File: config.mk
export PLATFORM = sky130hd
export DESIGN_NAME = iim_regs
export DESIGN_NICKNAME = d
export VERILOG_FILES = /design/src/common/iim_pkg.sv /design/src/design/iim_regs.sv /design/src/design/iim_flag_bank.sv /design/src/design/iim_apb_slave.sv
export SDC_FILE = /design/constraint.sdc
export NUM_CORES = 1
export LEC_CHECK = 0
export BUFFER_PORTS_ARGS = -buffer_cell sky130_fd_sc_hd__buf_4
export CORE_AREA = 2 2 81 83
export DETAILED_ROUTE_END_ITERATION = 7
export DIE_AREA = 0 0 83 85
export GPL_ROUTABILITY_DRIVEN = 0
export GPL_TIMING_DRIVEN = 1
export HOLD_SLACK_MARGIN = 0.1
export PLACE_DENSITY_LB_ADDON = 0.3
export SYNTH_ARGS = -nofsm -noshare
export SYNTH_HDL_FRONTEND = slang
export SYNTH_SLANG_ARGS = --single-unit
File: constraint.sdc
create_clock -name pclk -period 1.8 [get_ports pclk]
set_input_delay 0.36 -clock pclk [delete_from_list [all_inputs] [get_ports pclk]]
set_output_delay 0.36 -clock pclk [all_outputs]
set_load 0.01 [all_outputs]
File: src/common/iim_pkg.sv
/*
 Constants and types of the interrupt mask and holding register bank.
 Assumes one clock, an APB master with byte addresses, and a serial engine on the same clock.
*/
package iim_pkg;

	// ==========================================================
	// Bus widths and register offsets.
	localparam int ADDR_W = 8;
	localparam int DATA_W = 32;
	localparam int BYTE_W = 8;
	localparam logic [7:0] OFS_STATUS = 8'h20;
	localparam logic [7:0] OFS_STATUS_CLEAR = 8'h24;
	localparam logic [7:0] OFS_IRQ_ENABLE_SET = 8'h28;
	localparam logic [7:0] OFS_IRQ_ENABLE_CLEAR = 8'h2C;
	localparam logic [7:0] OFS_IRQ_MASK_STATE = 8'h30;
	localparam logic [7:0] OFS_RX_BYTE_HOLDING = 8'h34;
	localparam logic [7:0] OFS_TX_BYTE_HOLDING = 8'h38;

	// ==========================================================
	// Flag positions, shared by status, enable, disable and mask.
	localparam int NFLAG = 12;
	localparam int BIT_TRANSFER_DONE = 0;
	localparam int BIT_RX_BYTE_READY = 1;
	localparam int BIT_TX_HOLDING_EMPTY = 2;
	localparam int BIT_ADDRESSED_AS_SLAVE = 4;
	localparam int BIT_GENERAL_CALL_SEEN = 5;
	localparam int BIT_RX_OVERRUN = 6;
	localparam int BIT_NACK = 8;
	localparam int BIT_ARBITRATION_LOST = 9;
	localparam int BIT_CLOCK_STRETCHED = 10;
	localparam int BIT_SLAVE_ACCESS_ENDED = 11;
	localparam logic [11:0] FLAG_VALID = 12'hF77;
	localparam logic [11:0] FLAG_LEVEL = 12'h411;
	localparam logic [11:0] FLAG_EVENT = 12'hB60;
	localparam logic [11:0] FLAG_RESET = 12'h000;
	localparam logic [11:0] MASK_RESET = 12'h000;
	localparam logic [7:0] BYTE_RESET = 8'h00;

	// ==========================================================
	// Types.
	typedef enum logic [2:0] {
		REG_NONE,
		REG_STATUS,
		REG_STATUS_CLEAR,
		REG_IRQ_ENABLE_SET,
		REG_IRQ_ENABLE_CLEAR,
		REG_IRQ_MASK_STATE,
		REG_RX_BYTE_HOLDING,
		REG_TX_BYTE_HOLDING
	} iim_reg_t;

	typedef enum logic {
		PH_IDLE,
		PH_ANSWER
	} iim_phase_t;

	typedef struct packed {
		logic [11:0] level;
		logic [11:0] event_set;
		logic rx_load;
		logic [7:0] rx_data;
		logic tx_take;
	} iim_eng_t;

endpackage : iim_pkg

File: src/design/iim_regs.sv
/*
 Interrupt mask, status and holding registers of a two-wire serial controller.
 Assumes an APB master on pclk and a serial engine on the same clock that
 drives the flag levels, event pulses and the holding-register handshakes.
*/
// Design decisions made here: register access over APB and the placing of the registers.
// Notes on behaviour
// - Writing the enable-set register sets every mask bit written as one.
// - Writing the enable-clear register clears every mask bit written as one.
// - The mask state register reads back the current mask, one meaning enabled.
// - All three mask registers share one map of ten flag positions.
// - Bits 3, 7 and 12 to 31 are reserved, ignored and read zero.
// - The receive holding register shows the last received byte in bits 7 to 0.
// - Software writes the next byte to send into bits 7 to 0 of transmit holding.
// - The transmit holding empty flag drops when transmit holding is written.
// - Receive ready rises when a byte arrives and falls when it is read.
// - Event flags such as arbitration lost clear when the status register is read.
`timescale 1ns/1ps
module iim_regs (
	input wire logic pclk,
	input wire logic presetn,
	input wire logic psel,
	input wire logic penable,
	input wire logic pwrite,
	input wire logic [iim_pkg::ADDR_W-1:0] paddr,
	input wire logic [iim_pkg::DATA_W-1:0] pwdata,
	output logic [iim_pkg::DATA_W-1:0] prdata,
	output logic pready,
	output logic pslverr,
	output logic irq,
	input wire iim_pkg::iim_eng_t eng,
	output logic [iim_pkg::BYTE_W-1:0] tx_byte,
	output logic tx_holding_empty,
	output logic rx_byte_ready
);
	import iim_pkg::*;

	// ==========================================================
	// Declarations.
	logic cap;
	iim_reg_t cap_reg;
	iim_reg_t take_reg;
	logic wr_take;
	logic rd_take;
	logic [NFLAG-1:0] mask;
	logic [NFLAG-1:0] next_mask;
	logic [NFLAG-1:0] flags;
	logic [NFLAG-1:0] snap;
	logic [NFLAG-1:0] wr_bits;
	logic [NFLAG-1:0] set_vec;
	logic [NFLAG-1:0] clr_vec;
	logic [NFLAG-1:0] clr_status;
	logic [NFLAG-1:0] clr_sw;
	logic [BYTE_W-1:0] rx_hold;
	logic [DATA_W-1:0] rd_value;
	logic wr_set;
	logic wr_clear;
	logic wr_status_clear;
	logic wr_tx;
	logic rd_status;
	logic rd_rx;
	logic any_pending;

	// ==========================================================
	// Bus front end.
	iim_apb_slave u_apb (
		.pclk(pclk),
		.presetn(presetn),
		.psel(psel),
		.penable(penable),
		.pwrite(pwrite),
		.paddr(paddr),
		.pready(pready),
		.pslverr(pslverr),
		.cap(cap),
		.cap_reg(cap_reg),
		.take_reg(take_reg),
		.wr_take(wr_take),
		.rd_take(rd_take)
	);

	// ==========================================================
	// Write and read strobes, one per register except the mask state register.
	assign wr_set = wr_take && (take_reg == REG_IRQ_ENABLE_SET);
	assign wr_clear = wr_take && (take_reg == REG_IRQ_ENABLE_CLEAR);
	assign wr_status_clear = wr_take && (take_reg == REG_STATUS_CLEAR);
	assign wr_tx = wr_take && (take_reg == REG_TX_BYTE_HOLDING);
	assign rd_status = rd_take && (take_reg == REG_STATUS);
	assign rd_rx = rd_take && (take_reg == REG_RX_BYTE_HOLDING);
	assign wr_bits = pwdata[NFLAG-1:0] & FLAG_VALID;

	// ==========================================================
	// Interrupt mask.
	assign next_mask = (mask | (wr_set ? wr_bits : '0))
		& ~(wr_clear ? wr_bits : '0);

	always_ff @(posedge pclk or negedge presetn) begin
		if (!presetn) begin
			mask <= MASK_RESET;
		end else begin
			mask <= next_mask;
		end
	end

	// ==========================================================
	// Holding registers.
	always_ff @(posedge pclk or negedge presetn) begin
		if (!presetn) begin
			rx_hold <= BYTE_RESET;
		end else if (eng.rx_load) begin
			rx_hold <= eng.rx_data;
		end
	end

	always_ff @(posedge pclk or negedge presetn) begin
		if (!presetn) begin
			tx_byte <= BYTE_RESET;
		end else if (wr_tx) begin
			tx_byte <= pwdata[BYTE_W-1:0];
		end
	end

	// ==========================================================
	// Status flags.
	// Only flags that were seen by the read are cleared, so an event that
	// lands between setup and access is kept for the next read.
	assign clr_status = rd_status ? (snap & FLAG_EVENT) : '0;
	assign clr_sw = wr_status_clear ? (pwdata[NFLAG-1:0] & FLAG_EVENT) : '0;
	assign set_vec = (eng.event_set & FLAG_EVENT)
		| (NFLAG'(eng.rx_load) << BIT_RX_BYTE_READY)
		| (NFLAG'(eng.tx_take) << BIT_TX_HOLDING_EMPTY);
	assign clr_vec = clr_status
		| clr_sw
		| (NFLAG'(rd_rx) << BIT_RX_BYTE_READY)
		| (NFLAG'(wr_tx) << BIT_TX_HOLDING_EMPTY);

	iim_flag_bank #(
		.WIDTH(NFLAG),
		.LEVEL(FLAG_LEVEL),
		.RESET(FLAG_RESET)
	) u_flags (
		.pclk(pclk),
		.presetn(presetn),
		.level_in(eng.level & FLAG_LEVEL),
		.set_in(set_vec),
		.clr_in(clr_vec),
		.flags(flags)
	);

	assign tx_holding_empty = flags[BIT_TX_HOLDING_EMPTY];
	assign rx_byte_ready = flags[BIT_RX_BYTE_READY];

	// ==========================================================
	// Read data, captured in the setup cycle.
	assign rd_value = (cap_reg == REG_STATUS) ? {{(DATA_W-NFLAG){1'b0}}, flags} :
		(cap_reg == REG_IRQ_MASK_STATE) ? {{(DATA_W-NFLAG){1'b0}}, mask} :
		(cap_reg == REG_RX_BYTE_HOLDING) ? {{(DATA_W-BYTE_W){1'b0}}, rx_hold} :
		(cap_reg == REG_TX_BYTE_HOLDING) ? {{(DATA_W-BYTE_W){1'b0}}, tx_byte} : '0;

	always_ff @(posedge pclk or negedge presetn) begin
		if (!presetn) begin
			prdata <= '0;
			snap <= '0;
		end else if (cap && !pwrite) begin
			prdata <= rd_value;
			snap <= flags;
		end
	end

	// ==========================================================
	// Interrupt output.
	// Registered so the pin is glitch free, at the cost of one cycle of lag.
	assign any_pending = |(flags & mask);

	always_ff @(posedge pclk or negedge presetn) begin
		if (!presetn) begin
			irq <= 1'b0;
		end else begin
			irq <= any_pending;
		end
	end
endmodule : iim_regs

File: src/design/iim_flag_bank.sv
/*
 Bank of status flags: level flags follow the engine, the others are sticky.
 Assumes set and clear vectors come from logic on the same clock.
*/
`timescale 1ns/1ps
module iim_flag_bank #(
	parameter int WIDTH = iim_pkg::NFLAG,
	parameter logic [WIDTH-1:0] LEVEL = iim_pkg::FLAG_LEVEL,
	parameter logic [WIDTH-1:0] RESET = iim_pkg::FLAG_RESET
) (
	input wire logic pclk,
	input wire logic presetn,
	input wire logic [WIDTH-1:0] level_in,
	input wire logic [WIDTH-1:0] set_in,
	input wire logic [WIDTH-1:0] clr_in,
	output logic [WIDTH-1:0] flags
);
	import iim_pkg::*;

	// ==========================================================
	// One flop per flag; a set in the clearing cycle wins.
	genvar i;
	generate
		for (i = 0; i < WIDTH; i++) begin : g_flag
			logic q;
			logic next_q;
			assign next_q = LEVEL[i] ? level_in[i] : (set_in[i] | (q & ~clr_in[i]));
			assign flags[i] = q;
			always_ff @(posedge pclk or negedge presetn) begin
				if (!presetn) begin
					q <= RESET[i];
				end else begin
					q <= next_q;
				end
			end
		end
	endgenerate

endmodule : iim_flag_bank

File: src/design/iim_apb_slave.sv
/*
 APB slave front end: address decode and a one-wait-free answer per transfer.
 Assumes a compliant APB master; pready rises in the access cycle.
*/
`timescale 1ns/1ps
module iim_apb_slave (
	input wire logic pclk,
	input wire logic presetn,
	input wire logic psel,
	input wire logic penable,
	input wire logic pwrite,
	input wire logic [iim_pkg::ADDR_W-1:0] paddr,
	output logic pready,
	output logic pslverr,
	output logic cap,
	output iim_pkg::iim_reg_t cap_reg,
	output iim_pkg::iim_reg_t take_reg,
	output logic wr_take,
	output logic rd_take
);
	import iim_pkg::*;

	// ==========================================================
	// Decode and strobes.
	iim_phase_t phase;
	logic hit;
	logic take;
	assign cap = psel && !penable && (phase == PH_IDLE);
	assign cap_reg = (paddr == OFS_STATUS) ? REG_STATUS :
		(paddr == OFS_STATUS_CLEAR) ? REG_STATUS_CLEAR :
		(paddr == OFS_IRQ_ENABLE_SET) ? REG_IRQ_ENABLE_SET :
		(paddr == OFS_IRQ_ENABLE_CLEAR) ? REG_IRQ_ENABLE_CLEAR :
		(paddr == OFS_IRQ_MASK_STATE) ? REG_IRQ_MASK_STATE :
		(paddr == OFS_RX_BYTE_HOLDING) ? REG_RX_BYTE_HOLDING :
		(paddr == OFS_TX_BYTE_HOLDING) ? REG_TX_BYTE_HOLDING : REG_NONE;
	assign hit = (cap_reg != REG_NONE);
	assign take = (phase == PH_ANSWER) && psel && penable;
	assign wr_take = take && pwrite;
	assign rd_take = take && !pwrite;

	// ==========================================================
	// Phase tracking; unmapped addresses answer with an error.
	always_ff @(posedge pclk or negedge presetn) begin
		if (!presetn) begin
			phase <= PH_IDLE;
			pready <= 1'b0;
			pslverr <= 1'b0;
			take_reg <= REG_NONE;
		end else begin
			case (phase)
				PH_IDLE: begin
					if (cap) begin
						phase <= PH_ANSWER;
						pready <= 1'b1;
						pslverr <= !hit;
						take_reg <= cap_reg;
					end
				end
				PH_ANSWER: begin
					phase <= PH_IDLE;
					pready <= 1'b0;
					pslverr <= 1'b0;
				end
				default: begin
					phase <= PH_IDLE;
					pready <= 1'b0;
					pslverr <= 1'b0;
				end
			endcase
		end
	end

endmodule : iim_apb_slave

==> flow_summary.ini <==
[power]
vdd_drop_max_uv = 615
power_density_nw_per_um2 = 800
power.leakage_nw = 1.68

[drt]
dr.pass1.iters = 4
vias = 2195
drtIter0Drc = 196
wl_per_cell_um = 15.2
drc = 0
ant_nets = 0
wl_mm = 6.52
vias_per_cell = 5.10

[cts]
htreeDepth = 3
cts_sinks = 60
post_cts_buffers = 0
clock_path_buffers = 2
clock_latency_ns = 0.33
cts_tree = yes
root_buffer = clkbuf_8
cts_buffers = 9
cts.clk_slew.worst_paths_ns = 0.07

[critical_path]
timing.rr.start = u_apb.phase
start_kind = register
endpoint_kind = register
cp_max_fo = 6
r2r_setup_slack_ns = 0.16
cp.required_ns = 2.05
reg2reg_depth = 4
crit_start = u_apb.phase
crit_path_end = prdata[0]
crit_arrival_ns = 1.89
r2r_end = prdata[0]
criticalPathCategory = reg -> reg

[layout]
fin_cells = 430
top_register = prdata
n_antenna_cell = 0
area_growth_pct = 27.8
drive_gt1_share_pct = 34.0
final_nets = 427
reg.largest.list = prdata (12), mask (10), u_flags.g_flag.q (10)
largest_reg_flops = 12

[timing]
period_minus_slack_ns = 1.64
whs_ns = 0.130
fmax_mhz = 610
finalSetupViolCount = 0
clock_skew_ns = 0.00800
post-route-period-util_pct = 91.0
finalSetupTns_ns = 0
final_hold_viol_count = 0
final_max_slew_viol_count = 0
rsz0062_at_grt = no

[yosys]
syn_inst = 264
ys_types = 44
ys_seq_area_share_pct = 53.7
synth_flop_cell = dfrtp_1
synth-edff-count = 0
async_reset_ff_share_pct = 100
yosysWarnings = 0
syn_avg_cell_area_um2 = 10.6
synth_seq_cells = 60
synth_area_um2 = 2800

[global_route]
antenna_found_initial = 0
grt_max_degree = 34
grt_pass1_vias = 2204
grt_remaining_overflow = 0
grt_pass1_wl_mm = 11.0
grt_usage_pct = 20.1

[floorplanning]
die_y_um = 85
die_w_um = 83
io_pins = 124
start_util_pct = 45.0
die-area_um2 = 7060
core_area_um2 = 6200
rows = 29

[run]
maxCapViolCount = 0

[run_status]
status = finished, final reports clean

[worst_hold_path]
hp-class = in -> reg

[place]
dp.cells = 413
hpwlAfterDp_mm = 4.83
portBuffers = 67
[synthesized netlist by cell type (2+ instances only)]
cell      number  area (um2)
mux2i_1        6        60.1
a21oi_1       23         115
dfrtp_1       60        1500
clkbuf_1       2        7.51
buf_6          3        33.8
o21ai_0       10        50.1
nand2b_1       3        18.8
o221ai_1       3        26.3
nor2b_1        6        37.5
nor3_1         2        10.0
a31o_2         4        35.0
buf_2          3        15.0
nor2_1         6        22.5
nand4_1        2        12.5
nand2_1       50         188
o31ai_1        5        37.5
a22o_1         3        26.3
o211ai_1       4        30.0
a22oi_1        5        37.5
nand3_1        4        20.0
inv_1          5        18.8
mux2_2        12         135
buf_4         21         158
nor4_1         2        12.5
[stage by stage]
step                      setup WS (ns)  utilization (%)  area, um2  total power, mW
after floorplan                   0.221                -       2870             1.61
after global placement           0.0345             54.4       3380             1.73
after detailed placement         0.0177             54.4       3380             1.74
after CTS                         0.151             57.6       3570             2.90
after global routing             0.0505             57.6       3570             3.01
final                             0.161             57.6       3570             2.86
[metal layers]
layer	track usage [%]	vias to the layer above	share of wire [%]	wire length, um
li1	-	1067	-	-
met1	27.2	1036	44	2900
met2	30.9	86	48	3100
met3	5.84	6	6.9	453
met4	7.90	0	1.0	68
met5	0	-	0	0
[cell families after synthesis]
kind of cell              after synthesis  share of synthesized area (%)
muxes                                  18                           6.98
other                                   1                          0.134
xor gates and xnor gates                1                          0.313
buffers and inverters                  34                           8.33
DFF                                    60                           53.7
AOI/OAI and AO/OA                      64                           15.0
and+or+nand+nor                        86                           15.5
[power by group]
group / switching [mW] / total [mW] / internal (mW)
clock network: 0.513 / 1.15 / 0.633
logic: 0.146 / 0.282 / 0.136
registers: 0.0285 / 1.43 / 1.40
total: 0.687 / 2.86 / 2.17
[cell type report]
| type | instances | area [um2] |
|---|---|---|
| fillers | 546 | 2630 |
| flip-flops and latches | 60 | 1500 |
| multi-input cells | 189 | 1130 |
| repair buffers | 83 | 638 |
| clock buffers | 11 | 131 |
| well taps | 77 | 96.3 |
| clock inverters | 5 | 52.6 |
| inverters | 5 | 18.8 |
[cell usage in the layout, fill, tap and decap left out, types with 2 or more instances in the layout]
cell / Yosys / routed
a21oi_1: 23 / 23
a22o_1: 3 / 3
a22oi_1: 5 / 5
a31o_2: 4 / 4
buf_4: 21 / 81
clkbuf_1: 2 / 2
clkbuf_8: 0 / 9
clkinv_2: 0 / 3
conb_1: 1 / 20
dfrtp_1: 60 / 60
inv_1: 5 / 5
mux2_2: 12 / 12
mux2i_1: 6 / 6
nand2_1: 50 / 50
nand2b_1: 3 / 3
nand3_1: 4 / 4
nand4_1: 2 / 2
nor2_1: 6 / 6
nor2b_1: 6 / 6
nor3_1: 2 / 2
nor4_1: 2 / 2
o211ai_1: 4 / 4
o21ai_0: 10 / 10
o221ai_1: 3 / 3
o31ai_1: 5 / 5
[worst min path at each step]
stage / start / end / slack [ns] / cells past startpoint
6_report: eng[26] / u_flags.g_flag[4].q / 0.13 / 1
3_3_place_gp: presetn / tx_byte[0] / 0.30 / 1
2_1_floorplan: presetn / irq / 0.06 / 0
5_1_grt: eng[32] / u_flags.g_flag[10].q / 0.11 / 1
4_1_cts: eng[26] / u_flags.g_flag[4].q / 0.11 / 1
3_5_place_dp: presetn / tx_byte[0] / 0.31 / 1
[worst max-delay path, cell delays in order (launching register included)]
cell and delay (ns):
dfrtp_1 0.37, or4b_4 0.54, and3b_1 0.37, o221ai_1 0.16, o211ai_1 0.11
[what timing repair did]
action                                  in CTS  in global routing
hold buffers                                 1                  0
hold endpoints to repair                    27                  0
resized for setup                            0                  0
endpoints found under the setup margin       0                  0
(Power assumes the default switching activity.)
